==> config.mk <==
export PLATFORM = sky130hd
export DESIGN_NAME = drc_record
export DESIGN_NICKNAME = d
export VERILOG_FILES = /design/src/logic/drc_pkg.sv /design/src/logic/drc_record.sv /design/src/logic/drc_lost_flag.sv
export SDC_FILE = /design/constraint.sdc
export NUM_CORES = 1
export LEC_CHECK = 0
export BUFFER_PORTS_ARGS = -buffer_cell sky130_fd_sc_hd__buf_4
export CAP_MARGIN = 0
export CORE_ASPECT_RATIO = 1.75
export CORE_MARGIN = 3
export CORE_UTILIZATION = 30
export DETAILED_ROUTE_END_ITERATION = 12
export PLACE_DENSITY_LB_ADDON = 0.12
export SKIP_LAST_GASP = 1
export SLEW_MARGIN = 15
export SYNTH_ARGS = -nofsm -noshare
export SYNTH_HDL_FRONTEND = slang
export SYNTH_SLANG_ARGS = --single-unit
==> constraint.sdc <==
create_clock -name pclk -period 2.3 [get_ports pclk]
set_clock_uncertainty 0.1 [all_clocks]
set_input_delay 0.69 -clock pclk [delete_from_list [all_inputs] [get_ports pclk]]
set_output_delay 0.69 -clock pclk [all_outputs]
set_load 0.01 [all_outputs]
==> src/logic/drc_pkg.sv <==
// Constants, register map and carrier types of the extended diagnostic record builder
// How it works
// - Record is four basic bytes then twelve module bytes, sixteen total.
// - Byte 4 bits 6..0 carry channel type code, 70h for digital input.
// - Byte 4 bit 7 flags that further channel types follow.
// - Byte 5 holds eight diagnostic bits per channel.
// - Byte 6 holds eight channels per module.
// - Byte 7 bits 0..3 flag errors in four-input channel groups.
// - Frequency mode: byte 7 bits 4..7 flag errors of meters 0..3.
// - Counter mode bytes 12..14: bit4 overflow lost, bit6 compare lost, rest zero.
// - Counter mode byte 15: bit0 gate closed, bit2 gate opened, bit1 zero.
// - Counter mode byte 15: bit4 overflow lost, bit6 compare lost, bits5,7 zero.
// - Frequency mode bytes 12..15: bit0 end of measurement lost, others zero.
// - Counter mode: byte 7 bits 4..7 flag errors of counters 0..3.
package drc_pkg;
	localparam int REC_BYTES = 16;
	localparam int BASIC_BYTES = 4;
	localparam logic [6:0] CH_TYPE_DI = 7'h70;
	localparam logic [6:0] CH_TYPE_AI = 7'h71;
	localparam logic [6:0] CH_TYPE_DO = 7'h72;
	localparam logic [6:0] CH_TYPE_AO = 7'h73;
	localparam logic [6:0] CH_TYPE_AIO = 7'h74;
	localparam logic [7:0] DIAG_BITS_PER_CH = 8'h08;
	localparam logic [7:0] CHANNEL_COUNT = 8'h08;
	localparam int NUM_INPUTS = 16;
	localparam int NUM_UNITS = 4;
	// Register byte addresses
	localparam logic [7:0] ADDR_CTRL = 8'h00;
	localparam logic [7:0] ADDR_BASIC = 8'h04;
	localparam logic [7:0] ADDR_STATUS = 8'h08;
	localparam logic [7:0] ADDR_MASK = 8'h0C;
	localparam logic [7:0] ADDR_REC0 = 8'h10;
	localparam logic [7:0] ADDR_REC1 = 8'h14;
	localparam logic [7:0] ADDR_REC2 = 8'h18;
	localparam logic [7:0] ADDR_REC3 = 8'h1C;
	// Control fields
	localparam int CTRL_MODE_BIT = 0;
	localparam int CTRL_MORE_BIT = 1;
	// Status fields
	localparam int STS_INPUT_LOST = 0;
	localparam int STS_UNIT_LOST = 1;
	localparam int STS_GROUP_ERR = 2;
	localparam int STS_UNIT_ERR = 3;
	localparam int STS_WIDTH = 4;
	localparam logic [31:0] CTRL_RESET = 32'h0000_0000;
	localparam logic [31:0] BASIC_RESET = 32'h0000_0000;
	localparam logic [STS_WIDTH-1:0] MASK_RESET = 4'h0;
	typedef enum logic {DRC_MODE_COUNTER = 1'b0, DRC_MODE_FREQ = 1'b1} drc_mode_t;
	// Per-unit event strobes plus error level, counter or frequency meter
	typedef struct packed {
		logic overflow;
		logic compare;
		logic gate_closed;
		logic gate_opened;
		logic meas_end;
		logic error;
	} drc_unit_ev_t;
	typedef struct packed {
		logic [31:0] paddr;
		logic psel;
		logic penable;
		logic pwrite;
		logic [31:0] pwdata;
	} drc_apb_req_t;
endpackage

==> src/logic/drc_record.sv <==
// Extended diagnostic record builder with APB register access and interrupt
//
// The address map and the APB slave port were left to the implementer.
`timescale 1ns/1ps
`default_nettype none
module drc_record (
	input wire logic pclk,
	input wire logic presetn,
	input wire logic [31:0] paddr,
	input wire logic psel,
	input wire logic penable,
	input wire logic pwrite,
	input wire logic [31:0] pwdata,
	output logic [31:0] prdata,
	output logic pready,
	output logic pslverr,
	input wire logic [drc_pkg::NUM_INPUTS-1:0] input_event,
	input wire logic [drc_pkg::NUM_INPUTS-1:0] input_ack,
	input wire logic [3:0] group_error,
	input wire drc_pkg::drc_unit_ev_t [drc_pkg::NUM_UNITS-1:0] unit_ev,
	input wire logic [drc_pkg::NUM_UNITS-1:0] unit_ack,
	output logic irq
);
	import drc_pkg::*;

	// Byte packing below is wired for sixteen inputs in four groups and four units
	generate
		if (REC_BYTES != BASIC_BYTES + 12) begin : g_bad_len
			$error("record length must be sixteen bytes");
		end
		if (NUM_INPUTS != 16) begin : g_bad_inputs
			$error("record packing needs sixteen inputs");
		end
		if (NUM_UNITS != 4) begin : g_bad_units
			$error("record packing needs four units");
		end
	endgenerate

	logic [31:0] ctrl;
	logic [31:0] basic;
	logic [STS_WIDTH-1:0] status;
	logic [STS_WIDTH-1:0] mask;
	logic [NUM_INPUTS-1:0] input_lost;
	logic [NUM_UNITS-1:0] ovf_lost;
	logic [NUM_UNITS-1:0] cmp_lost;
	logic [NUM_UNITS-1:0] gcl_lost;
	logic [NUM_UNITS-1:0] gop_lost;
	logic [NUM_UNITS-1:0] mend_lost;
	logic [NUM_UNITS-1:0] unit_err;
	logic [3:0] grp_err;

	wire drc_mode_t mode = drc_mode_t'(ctrl[CTRL_MODE_BIT]);
	wire is_freq = (mode == DRC_MODE_FREQ);
	wire setup = psel & ~penable;
	// Only the completing access cycle writes or clears anything
	wire access = psel & penable & pready;
	wire wr_en = access & pwrite;
	wire rd_en = access & ~pwrite;
	wire [7:0] addr_lo = paddr[7:0];
	wire addr_hit = (paddr[31:8] == 24'h00_0000) && (addr_lo[1:0] == 2'b00) && (addr_lo <= ADDR_REC3);
	wire wr_ctrl = wr_en & (addr_lo == ADDR_CTRL);
	wire wr_basic = wr_en & (addr_lo == ADDR_BASIC);
	wire wr_status = wr_en & (addr_lo == ADDR_STATUS);
	wire wr_mask = wr_en & (addr_lo == ADDR_MASK);
	// Record read clears the lost flags it reported, plus the unreported gate flags of counters 0..2: prdata still holds that word in the
	// access cycle, so a flag set after the setup edge waits for the next read instead of vanishing
	wire rd_rec2 = rd_en & (addr_lo == ADDR_REC2);
	wire rd_rec3 = rd_en & (addr_lo == ADDR_REC3);
	wire clr_cnt = rd_rec3 & ~is_freq;
	wire clr_meter = rd_rec3 & is_freq;
	wire [NUM_INPUTS-1:0] clr_inputs;
	wire [NUM_UNITS-1:0] clr_ovf;
	wire [NUM_UNITS-1:0] clr_cmp;
	wire [NUM_UNITS-1:0] clr_gcl;
	wire [NUM_UNITS-1:0] clr_gop;
	wire [NUM_UNITS-1:0] clr_mend;
	wire [NUM_UNITS-1:0] ovf_in;
	wire [NUM_UNITS-1:0] cmp_in;
	wire [NUM_UNITS-1:0] gcl_in;
	wire [NUM_UNITS-1:0] gop_in;
	wire [NUM_UNITS-1:0] mend_in;
	wire [NUM_UNITS-1:0] err_in;

	genvar gi;
	generate
		for (gi = 0; gi < NUM_UNITS; gi++) begin : g_unit_split
			// Counter events only count in counter mode, meter events only in frequency mode
			assign ovf_in[gi] = unit_ev[gi].overflow & ~is_freq;
			assign cmp_in[gi] = unit_ev[gi].compare & ~is_freq;
			assign gcl_in[gi] = unit_ev[gi].gate_closed & ~is_freq;
			assign gop_in[gi] = unit_ev[gi].gate_opened & ~is_freq;
			assign mend_in[gi] = unit_ev[gi].meas_end & is_freq;
			assign err_in[gi] = unit_ev[gi].error;
			assign clr_ovf[gi] = clr_cnt & prdata[8*gi+4];
			assign clr_cmp[gi] = clr_cnt & prdata[8*gi+6];
			assign clr_mend[gi] = clr_meter & prdata[8*gi];
			if (gi == NUM_UNITS - 1) begin : g_gate_rep
				assign clr_gcl[gi] = clr_cnt & prdata[8*gi];
				assign clr_gop[gi] = clr_cnt & prdata[8*gi+2];
			end else begin : g_gate_hid
				// Gate flags of the first three counters have no record bit, so a read drops them
				assign clr_gcl[gi] = clr_cnt;
				assign clr_gop[gi] = clr_cnt;
			end
			drc_lost_flag u_ovf (
				.pclk(pclk), .presetn(presetn), .event_in(ovf_in[gi]), .ack(unit_ack[gi]),
				.clear(clr_ovf[gi]), .lost(ovf_lost[gi])
			);
			drc_lost_flag u_cmp (
				.pclk(pclk), .presetn(presetn), .event_in(cmp_in[gi]), .ack(unit_ack[gi]),
				.clear(clr_cmp[gi]), .lost(cmp_lost[gi])
			);
			drc_lost_flag u_gcl (
				.pclk(pclk), .presetn(presetn), .event_in(gcl_in[gi]), .ack(unit_ack[gi]),
				.clear(clr_gcl[gi]), .lost(gcl_lost[gi])
			);
			drc_lost_flag u_gop (
				.pclk(pclk), .presetn(presetn), .event_in(gop_in[gi]), .ack(unit_ack[gi]),
				.clear(clr_gop[gi]), .lost(gop_lost[gi])
			);
			drc_lost_flag u_mend (
				.pclk(pclk), .presetn(presetn), .event_in(mend_in[gi]), .ack(unit_ack[gi]),
				.clear(clr_mend[gi]), .lost(mend_lost[gi])
			);
		end
		for (gi = 0; gi < NUM_INPUTS; gi++) begin : g_input
			// Input i is reported at bit 2*i of the third record word
			assign clr_inputs[gi] = rd_rec2 & prdata[2*gi];
			drc_lost_flag u_in (
				.pclk(pclk), .presetn(presetn), .event_in(input_event[gi]), .ack(input_ack[gi]),
				.clear(clr_inputs[gi]), .lost(input_lost[gi])
			);
		end
	endgenerate

	// Record bytes
	wire [7:0] byte4 = {ctrl[CTRL_MORE_BIT], CH_TYPE_DI};
	wire [7:0] byte5 = DIAG_BITS_PER_CH;
	wire [7:0] byte6 = CHANNEL_COUNT;
	// Upper nibble is counter or meter error depending on mode; one register serves both
	wire [7:0] byte7 = {unit_err, grp_err};
	wire [7:0] in_byte [4];
	wire [7:0] unit_byte [4];
	generate
		for (gi = 0; gi < 4; gi++) begin : g_bytes
			assign in_byte[gi] = {1'b0, input_lost[4*gi+3], 1'b0, input_lost[4*gi+2],
				1'b0, input_lost[4*gi+1], 1'b0, input_lost[4*gi]};
			if (gi < 3) begin : g_cnt
				assign unit_byte[gi] = is_freq ? {7'h00, mend_lost[gi]}
					: {1'b0, cmp_lost[gi], 1'b0, ovf_lost[gi], 4'h0};
			end else begin : g_cnt3
				assign unit_byte[gi] = is_freq ? {7'h00, mend_lost[gi]}
					: {1'b0, cmp_lost[gi], 1'b0, ovf_lost[gi],
					1'b0, gop_lost[gi], 1'b0, gcl_lost[gi]};
			end
		end
	endgenerate
	// Sixteen bytes: basic record then twelve module bytes
	wire [31:0] rec0 = basic;
	wire [31:0] rec1 = {byte7, byte6, byte5, byte4};
	wire [31:0] rec2 = {in_byte[3], in_byte[2], in_byte[1], in_byte[0]};
	wire [31:0] rec3 = {unit_byte[3], unit_byte[2], unit_byte[1], unit_byte[0]};

	wire [STS_WIDTH-1:0] ev_now;
	assign ev_now[STS_INPUT_LOST] = |input_event;
	assign ev_now[STS_UNIT_LOST] = |(ovf_in | cmp_in | gcl_in | gop_in | mend_in);
	assign ev_now[STS_GROUP_ERR] = |group_error;
	assign ev_now[STS_UNIT_ERR] = |err_in;
	wire [STS_WIDTH-1:0] clr_bits = wr_status ? pwdata[STS_WIDTH-1:0] : {STS_WIDTH{1'b0}};
	wire [STS_WIDTH-1:0] next_status = ev_now | (status & ~clr_bits);
	wire next_irq = |(next_status & (wr_mask ? pwdata[STS_WIDTH-1:0] : mask));

	logic [31:0] rd_mux;
	always_comb begin
		case (addr_lo)
			ADDR_CTRL: rd_mux = ctrl;
			ADDR_BASIC: rd_mux = basic;
			ADDR_STATUS: rd_mux = {28'h000_0000, status};
			ADDR_MASK: rd_mux = {28'h000_0000, mask};
			ADDR_REC0: rd_mux = rec0;
			ADDR_REC1: rd_mux = rec1;
			ADDR_REC2: rd_mux = rec2;
			ADDR_REC3: rd_mux = rec3;
			default: rd_mux = 32'h0000_0000;
		endcase
	end

	always_ff @(posedge pclk or negedge presetn) begin
		if (!presetn) begin
			ctrl <= CTRL_RESET;
		end else if (wr_ctrl) begin
			ctrl <= {30'h0000_0000, pwdata[CTRL_MORE_BIT], pwdata[CTRL_MODE_BIT]};
		end
	end

	always_ff @(posedge pclk or negedge presetn) begin
		if (!presetn) begin
			basic <= BASIC_RESET;
		end else if (wr_basic) begin
			basic <= pwdata;
		end
	end

	always_ff @(posedge pclk or negedge presetn) begin
		if (!presetn) begin
			mask <= MASK_RESET;
		end else if (wr_mask) begin
			mask <= pwdata[STS_WIDTH-1:0];
		end
	end

	// Group and unit error bits follow the live error levels
	always_ff @(posedge pclk or negedge presetn) begin
		if (!presetn) begin
			grp_err <= 4'h0;
		end else begin
			grp_err <= group_error;
		end
	end

	always_ff @(posedge pclk or negedge presetn) begin
		if (!presetn) begin
			unit_err <= 4'h0;
		end else begin
			unit_err <= err_in;
		end
	end

	// A clear write loses to an event in the same cycle
	always_ff @(posedge pclk or negedge presetn) begin
		if (!presetn) begin
			status <= {STS_WIDTH{1'b0}};
		end else begin
			status <= next_status;
		end
	end

	always_ff @(posedge pclk or negedge presetn) begin
		if (!presetn) begin
			irq <= 1'b0;
		end else begin
			irq <= next_irq;
		end
	end

	// Answer one cycle after setup: pready rises in the access cycle
	always_ff @(posedge pclk or negedge presetn) begin
		if (!presetn) begin
			pready <= 1'b0;
		end else begin
			pready <= setup;
		end
	end

	always_ff @(posedge pclk or negedge presetn) begin
		if (!presetn) begin
			pslverr <= 1'b0;
		end else begin
			pslverr <= setup & ~addr_hit;
		end
	end

	always_ff @(posedge pclk or negedge presetn) begin
		if (!presetn) begin
			prdata <= 32'h0000_0000;
		end else begin
			prdata <= (setup & ~pwrite) ? rd_mux : 32'h0000_0000;
		end
	end
endmodule
`default_nettype wire

==> src/logic/drc_lost_flag.sv <==
// One sticky lost-interrupt flag: a second event while pending is recorded
`timescale 1ns/1ps
`default_nettype none
module drc_lost_flag (
	input wire logic pclk,
	input wire logic presetn,
	input wire logic event_in,
	input wire logic ack,
	input wire logic clear,
	output logic lost
);
	logic pending;
	always_ff @(posedge pclk or negedge presetn) begin
		if (!presetn) begin
			pending <= 1'b0;
		end else begin
			pending <= event_in | (pending & ~ack);
		end
	end
	// Set wins over clear
	always_ff @(posedge pclk or negedge presetn) begin
		if (!presetn) begin
			lost <= 1'b0;
		end else begin
			lost <= (event_in & pending & ~ack) | (lost & ~clear);
		end
	end
endmodule
`default_nettype wire

Yosys cells after proc, flatten, opt, wreduce, memory -nomap -nowiden:

Cells that the tools add are included.

* register bits: 145
* output and inout port bits: 35
* word-level logic and storage cells: 404

* magnitude comparators: 1
* equal/unequal tests: 7
* mux-type cells: 8
* bitwise operators: 307
* reductions and logical operators: 11

Operator list (count)
* 32-bit one-hot mux with 7 select lines: 1
* 1-bit bitwise AND: 185
* 1-bit bitwise OR: 60
* 1-bit NOT: 54
* 8-bit by 5-bit equality test with 1-bit output (second input constant): 4
* 32-bit two-way mux: 1
* 7-bit two-way mux: 4
* 24-bit logical NOT: 1
* 4-bit bitwise OR: 5
* 8-bit by 4-bit equality test with 1-bit output (second input constant): 2
* 16-bit OR reduction: 1
* 4-bit OR reduction: 4
* 4-bit bitwise AND: 2
* 8-bit by 3-bit equality test with 1-bit output (second input constant): 1
* 8-bit by 5-bit less-or-equal comparator with 1-bit output (second input constant): 1
* 8-bit logical NOT: 1
* 4-bit two-way mux: 2
* 4-bit NOT: 1
* 1-bit logical AND: 2
* 2-bit logical NOT: 1
* 2-bit OR reduction: 1

Longest topological paths before layout:

Gate-level depths: netlist of the first run.

* depth in word-level cells: 10
* mapped depth: 7
* depth with buffers taken out: 5

Modules after synthesis:

From an unflattened synthesis of the first run, not the netlist that was laid out.

* cell total of the unflattened synthesis: 505
* area total of the unflattened synthesis: 6118.4 um^2

By module, submodules not included
* drc_record: instances 1, cells each 325, area an instance 3828.7 um^2, seq. area each 2127.0 um^2
* drc_lost_flag: instances 30, cells each 6, area an instance 76.3 um^2, seq. area each 50.0 um^2

Worst setup path before layout of the first run:

No wires, ideal clock.

* kind: input port to flip-flop
* from: input port paddr[5]
* to: register irq
* library setup time: 0.135 ns
* data arrival time: 2.174 ns
* required time: 2.065 ns
* setup slack: -0.109 ns
* cell stages on the path: 6
* path buffers: 1
* cells stage by stage: nor4_2 and3_1 clkbuf_1 mux2_2 a22oi_1 o211ai_1

* cells in the longest elaborated chain, start to end: 8
* elaborated cells on any way between the ends: 11

RTL lines
* start: declaration: RTL line drc_record.sv:9 `input wire logic [31:0] paddr,`
* 8-bit by 4-bit equality test with 1-bit output: RTL line drc_record.sv:63 `wire wr_status = wr_en & (addr_lo == ADDR_STATUS);`
* 1-bit bitwise AND: RTL line drc_record.sv:63
* 4-bit two-way mux: RTL line drc_record.sv:169 `wire [STS_WIDTH-1:0] clr_bits = wr_status ? pwdata[STS_WIDTH-1:0] : {STS_WIDTH{1'b0}};`
* 4-bit NOT: RTL line drc_record.sv:170 `wire [STS_WIDTH-1:0] next_status = ev_now | (status & ~clr_bits);`
* 4-bit bitwise AND: RTL line drc_record.sv:170
* 4-bit bitwise OR: RTL line drc_record.sv:170
* 4-bit bitwise AND (*): RTL line drc_record.sv:171 `wire next_irq = |(next_status & (wr_mask ? pwdata[STS_WIDTH-1:0] : mask));`
* 4-bit OR reduction (*): RTL line drc_record.sv:171
* via next_irq: RTL line drc_record.sv:171
* end signal: assignment: RTL line drc_record.sv:242 `irq <= next_irq;`
* end: declaration: RTL line drc_record.sv:22 `output logic irq`

The timed path passes the listed nets; every way through them passes the cells marked *.
A chain may end at the register's enable or synchronous reset.

Final worst setup path of the first run:

* from: register ctrl[0]
* to: register irq

* cells in the longest elaborated chain, start to end: 10
* elaborated cells on any way between the ends: 29

RTL lines
* start: declaration: RTL line drc_record.sv:39 `logic [31:0] ctrl;`
* start signal: assignment: RTL line drc_record.sv:192 `ctrl <= {30'h0000_0000, pwdata[CTRL_MORE_BIT], pwdata[CTRL_MODE_BIT]};`
* 1-bit NOT
* 1-bit bitwise AND (on tied branches): RTL line drc_record.sv:88, drc_record.sv:89
* 4-bit bitwise OR (3 in series): RTL line drc_record.sv:166 `assign ev_now[STS_UNIT_LOST] = |(ovf_in | cmp_in | gcl_in | gop_in | mend_in);`
* 4-bit bitwise OR (*): RTL line drc_record.sv:166
* 4-bit OR reduction (*): RTL line drc_record.sv:166
* 4-bit bitwise OR (*): RTL line drc_record.sv:170
* 4-bit bitwise AND (*): RTL line drc_record.sv:171
* 4-bit OR reduction (*): RTL line drc_record.sv:171
* via next_irq: RTL line drc_record.sv:171

Marked as above.

==> metrics.txt, run 1 <==
status completed; Yosys top cell area share 0.620; final weighted congestion in routability-driven placement roughly 0.88; Placed Area 7750 sq um; CTS tree built; endpoints failing hold 0; ANT nets after route 0; Comb pwr share 0.068; die height 191 microns; sequential area share after synthesis 0.620; Sw Share 0.229; Least-Margin Pin Slew 0.572 ns; CTS Buf Count 17; routed len/inst 19.5 microns; simple-gate share of the synthesized area 0.126; Slew HR 0.619; Via Count roughly 4600; number of cell rows 67; worst r2r src ctrl[0]$_DFFE_PN0P_; Sink Count 145; initial antenna violation count 0; main combinational cell family by area after synthesis compound AO/OA/AOI/OAI gates; Initial DRC Count 194; Reg power frac 0.449; design area 8350 sq um; Arr. time, crit path 2.22 ns; Slew Limit Fails 0; power density over cell area roughly 700 nW/um^2; Final min period slightly above 2 ns; fmax 490 MHz; first-pass GRT wire length 28100 microns; Worst Hold Class in2async; worst path bufs/invs 1; Netlist Area Pre-Place 5850 sq um; largest net degree at the start of global routing 57; WP data required 2.48 ns; clk buf depth 2; Mapped Cells 465; XOR/XNOR share of the synthesized area 0.00150; ys flop type dfrtp_1; clock power share 0.483; total of max-cap violations 0; Netlist cell types 46; # diodes 0; Die Span X 112 microns; endpoint class of the critical path register; largest vdd supply drop 447 uV; Compound-Gate Fraction of Synth Area 0.152; share of cells above drive strength 1 0.411; CTS Hold Bufs 0; CP Class reg2reg; unrepaired setup endpoints after global routing no; area added between synthesis and finish 42.8%; most frequent cells in the layout buf_4, dfrtp_1, nand2_1; Post-synth EDFFs 0; die area 21300 sq um; Leak roughly 3.9 nW; Net Count, Synth 598; Async S/R FF share, synth 1.00; Core Util, Final 0.437; Pint about 4.5 mW; Placed Instances 897; area leader, netlist dfrtp_1; DRC Markers 0; Total GRT Usage 0.172; syn avg cell area 12.6 sq um; Final Instance Count excl. Fillers roughly 930; vias in the first global route 5122; Ys Warns 0; Post-CTS Setup Inserts 0; CP max-delay cell or4_1; DRT Pass-1 Iters 4; Post-CTS Resized 0; Post-DP HPWL around 14000 microns; setup_tns 0 ns; core area approximately 19000 sq um; crit start category register; port bufs 167; # setup viols final 0; R2R Path End irq$_DFF_PN0_; Crit path largest cell delay about 0.55 ns; Worst R2R Path Depth 5; Clock Latency Late Sink 0.41 ns; vias per cell 4.95; Post-Synth Adder-Cell Area 0; Nets between 800 and 900; register-to-register setup slack between 0.2 and 0.3 ns; Top Family by Delay on Critical Path compound AO/OA/AOI/OAI gates; CP cell instances inv_1 > or4_1 > o22a_1 > o21ai_0 > o211ai_1; # IOs 168; Routed WL 18200 microns; Starting Density 0.306; FF+latch count, synth 145; clk slew on worst S/H paths 0.07 ns; Tcrit/Tclk final 0.887; synth top area cells dfrtp_1, mux2_2, a32o_1, a21o_1, nand2_1; CP max FO 6; CTS H-Tree Depth 4; root buf cell clkbuf_16; most common cell after layout, fill and taps aside buf_4; mux share of post-synthesis cell area 0.0729; total grt overflow 0; NetSw 1.34 mW
[worst max-delay path by stage]
| stage | endpoint | cells after the start | startpoint | slack [ns] |
|---|---|---|---|---|
| 2_1_floorplan | irq$_DFF_PN0_ | 6 | paddr[5] | 0.007 |
| 3_3_place_gp | g_unit_split[3].u_mend.lost$_DFF_PN0_ | 8 | paddr[5] | -0.16 |
| 3_5_place_dp | g_unit_split[3].u_mend.lost$_DFF_PN0_ | 8 | paddr[5] | -0.17 |
| 4_1_cts | irq$_DFF_PN0_ | 5 | ctrl[0]$_DFFE_PN0P_ | 0.23 |
| 5_1_grt | irq$_DFF_PN0_ | 5 | ctrl[0]$_DFFE_PN0P_ | 0.19 |
| 6_report | irq$_DFF_PN0_ | 5 | ctrl[0]$_DFFE_PN0P_ | 0.26 |
[routing by layer]
layer | vias to the layer above | routed length (microns) | global-route usage
li1 | 2145 | - | -
met3 | 8 | 838 | 0.0327
met2 | 136 | 10300 | 0.329
met5 | - | 0 | 0
met4 | 0 | 188 | 0.0529
met1 | 2314 | 6860 | 0.191
[registers in the layout (all words and copies together) (netlist names)]
| register | cells |
|---|---|
| g_unit_split.u_cmp.pending | 4 |
| mask | 4 |
| prdata | 32 |
| pslverr | 1 |
| g_unit_split.u_ovf.lost | 4 |
| g_unit_split.u_mend.lost | 4 |
| g_input.u_in.lost | 16 |
| g_input.u_in.pending | 16 |
| g_unit_split.u_gcl.pending | 1 |
| g_unit_split.u_mend.pending | 4 |
| g_unit_split.u_gop.pending | 1 |
| pready | 1 |
| ctrl | 2 |
| g_unit_split.u_gcl.lost | 1 |
| grp_err | 4 |
| g_unit_split.u_ovf.pending | 4 |
| g_unit_split.u_cmp.lost | 4 |
| irq | 1 |
| unit_err | 4 |
| g_unit_split.u_gop.lost | 1 |
| status | 4 |
| basic | 32 |
[synthesized netlist by cell type, drive strengths merged, types with 2 or more instances]
library cell,number
and2,8
a32o,30
a221oi,3
nor3b,3
nor2b,15
inv,23
nand2,42
or4,3
a222oi,10
nand4,6
dfrtp,145
a21o,32
a21oi,12
and3,5
o21ai,2
nor2,23
buf,5
mux2,37
nor4b,2
clkbuf,11
nor4,15
a22oi,14
nand3,2
nor3,3
[layout make-up]
cell class,instances,area (sq um)
Clock inverter,12,145
Inverter,23,86.3
Fill cell,1848,10800
Clock buffer,20,457
Multi-Input combinational cell,281,2080
Tap cell,241,302
Sequential cell,145,3630
Timing Repair Buffer,207,1660
[power groups by stage]
stage	logic [mW]	registers, mW	clock network [mW]
after CTS	0.407	2.62	2.89
after detailed placement	0.406	2.66	0
after global routing	0.435	2.62	2.99
after global placement	0.399	2.66	0
final	0.396	2.62	2.82
after floorplan	0.0743	2.66	0
[per-stage QoR]
stage                     setup WS (ns)  hold WS, ns  power [mW]
after CTS                         0.233        0.166        5.91
after global placement           -0.156        0.354        3.06
after floorplan                 0.00734        0.294        2.73
final                             0.260        0.152        5.83
after global routing              0.195        0.196        6.04
after detailed placement         -0.168        0.366        3.07
[worst register-to-register path, stage by stage, from the launching register on]
cell and delay, ns:
dfrtp_1 0.50, inv_1 0.13, or4_1 0.55, o22a_1 0.25, o21ai_0 0.25, o211ai_1 0.13
[cells by family (layout without fill, tap and decap cells)]
group,after synthesis,count (layout)
DFF,145,145
and+or+nand+nor,133,133
AOI/OAI and AO/OA,109,109
buffers and inverters,39,262
muxes,38,38
xor gates and xnor gates,1,1
Power figures use the tool's default switching activity.
==> run 2: changes to the inputs <==
--- a/config.mk
+++ b/config.mk
@@ -5,12 +5,12 @@
 export SDC_FILE = /design/constraint.sdc
 export NUM_CORES = 1
 export LEC_CHECK = 0
-export BUFFER_PORTS_ARGS = -buffer_cell sky130_fd_sc_hd__buf_4
 export CAP_MARGIN = 0
 export CORE_ASPECT_RATIO = 1.75
 export CORE_MARGIN = 3
 export CORE_UTILIZATION = 30
 export DETAILED_ROUTE_END_ITERATION = 12
+export DONT_BUFFER_PORTS = 1
 export PLACE_DENSITY_LB_ADDON = 0.12
 export SKIP_LAST_GASP = 1
 export SLEW_MARGIN = 15
==> metrics.txt, run 2 (synthesized netlist as in run 1, its figures left out) <==
most frequent cells in the layout dfrtp_1, nand2_1, mux2_2; Final Instance Count excl. Fillers 750 (-19%); Critical path origin ctrl[0]$_DFFE_PN0P_; first-pass GRT wire length 26300 microns (-6.4%); largest vdd supply drop 544 uV (+22%); Leak 3.02 nW (-23%); failing checks hold timing; WP data required 2.49 ns (about the same); vias in the first global route 4495 (-12%); status finished with violations; CTS tree built; Post-CTS Setup Inserts 0 (unchanged); routed len/inst 23.0 microns (+18%); area added between synthesis and finish 18.8%; Initial DRC Count 282 (+45%); FILL cells 1875 (+1.5%); total of max-cap violations 0 (unchanged); most common cell after layout, fill and taps aside dfrtp_1; Final min period 2.15 ns (+0.112 ns); share of cells above drive strength 1 0.202 (-0.209); Top Family by Delay on Critical Path compound AO/OA/AOI/OAI gates; die area 21300 sq um (unchanged); Worst Hold Class in2async; # diodes 0 (unchanged); Placed Instances 718 (-20%); CP cell instances inv_1 > or4_1 > o22a_1 > o21ai_0 > o211ai_1; clk slew on worst S/H paths 0.06 ns (about the same); total grt overflow 0 (unchanged); setup_tns 0 ns (unchanged); crit start category register; # IOs 168 (unchanged); Arr. time, crit path 2.34 ns (+0.12 ns); # setup viols final 0 (unchanged); port bufs 0 (-100%); die height 191 microns (unchanged); fmax 465 MHz (-5.2%); initial antenna violation count 0 (unchanged); Crit path largest cell delay 0.57 ns (+0.02 ns); number of cell rows 67 (unchanged); Total GRT Usage 0.166 (-0.00651); Post-DP HPWL 12900 microns (-6.4%); CP max FO 6 (unchanged); ANT nets after route 0 (unchanged); Post-CTS Resized 0 (unchanged); power density over cell area 791 nW/um^2 (+13%); endpoint class of the critical path register; Starting Density 0.306 (unchanged); WHS -0.139 ns (-0.291 ns); DRT Pass-1 Iters 5 (+1); Nets 629 (-22%); register-to-register setup slack 0.15 ns (-0.11 ns); CP max-delay cell or4_1; root buf cell clkbuf_16; Least-Margin Pin Slew 0.457 ns (-0.115 ns); unrepaired setup endpoints after global routing no; CTS Buf Count 17 (unchanged); largest net degree at the start of global routing 146 (+160%); vias per cell 5.34 (+7.7%); Clock Latency Late Sink 0.42 ns (about the same); Via Count 4004 (-13%); endpoints failing hold 145 (+145); CP Class reg2reg; worst r2r src ctrl[0]$_DFFE_PN0P_; Routed WL 17300 microns (-4.8%); largest registers basic (32), prdata (32); Die Span X 112 microns (unchanged); Sink Count 145 (unchanged); R2R Path End irq$_DFF_PN0_; final weighted congestion in routability-driven placement 0.843 (-3.8%); Pwr Total 5.49 mW (-5.8%); core area 19100 sq um (unchanged); CTS H-Tree Depth 4 (unchanged); clk buf depth 2 (unchanged); Slew Limit Fails 0 (unchanged); Tcrit/Tclk final 0.936 (+0.0488); worst path bufs/invs 1 (unchanged); Slew HR 0.693 (+0.0737); Worst R2R Path Depth 5 (unchanged); DRC Markers 0 (unchanged)
==> run 2: cell types whose count changed in the layout (fill, tap and decap cells not counted), moves of 2 or more <==
cell and change:
clkinv_4 +3, inv_6 -4, clkbuf_8 -2, buf_4 -174, clkinv_2 +3, buf_12 -4
==> run 2: cell type report <==
| cell class | instances | area [sq um] | area share |
|---|---|---|---|
| flip-flops and latches | 145 | 3630 | 0.522 |
| multi-input cells | 281 | 2080 | 0.299 |
| clock buffers | 19 | 433 | 0.0623 |
| well taps | 241 | 302 | 0.0434 |
| repair buffers | 28 | 260 | 0.0375 |
| clock inverters | 13 | 163 | 0.0234 |
| inverters | 23 | 86.3 | 0.0124 |
==> run 2: how the worst max path moves through the flow <==
stage                                                      end  slack [ns]  cells past startpoint
final                                            irq$_DFF_PN0_        0.15                      5
after global routing                             irq$_DFF_PN0_        0.12                      5
after CTS                                        irq$_DFF_PN0_        0.12                      5
after detailed placement                  prdata[26]$_DFF_PN0_       0.006                      7
after global placement    g_unit_split[0].u_cmp.lost$_DFF_PN0_        0.03                      7
after floorplan                                  irq$_DFF_PN0_       0.007                      6
==> run 2: stage by stage <==
step / setup slack [ns] / util / cell area, sq um
finish: 0.148 / 0.364 / 6950
CTS: 0.123 / 0.364 / 6950
floorplan: 0.00734 / - / 5860
global route: 0.116 / 0.364 / 6950
detailed placement: 0.00583 / 0.332 / 6350
global placement: 0.0325 / 0.332 / 6350
==> run 2: worst reg2reg max path, cell delays in order, from the launching register on <==
cell and delay (ns):
dfrtp_1 0.56, inv_1 0.17, or4_1 0.57, o22a_1 0.27, o21ai_0 0.22, o211ai_1 0.13
==> run 2: power breakdown <==
part,switching [mW],internal (mW)
logic,0.0490,0.0517
registers,0.0235,2.60
clock network,1.07,1.71
==> run 2: layer usage <==
metal | vias to the layer above | part of all wire | global-route usage
met5 | - | 0 | 0
met4 | 0 | 0.027 | 0.0665
met3 | 24 | 0.059 | 0.0549
met2 | 148 | 0.55 | 0.302
met1 | 2039 | 0.37 | 0.175
li1 | 1793 | - | -
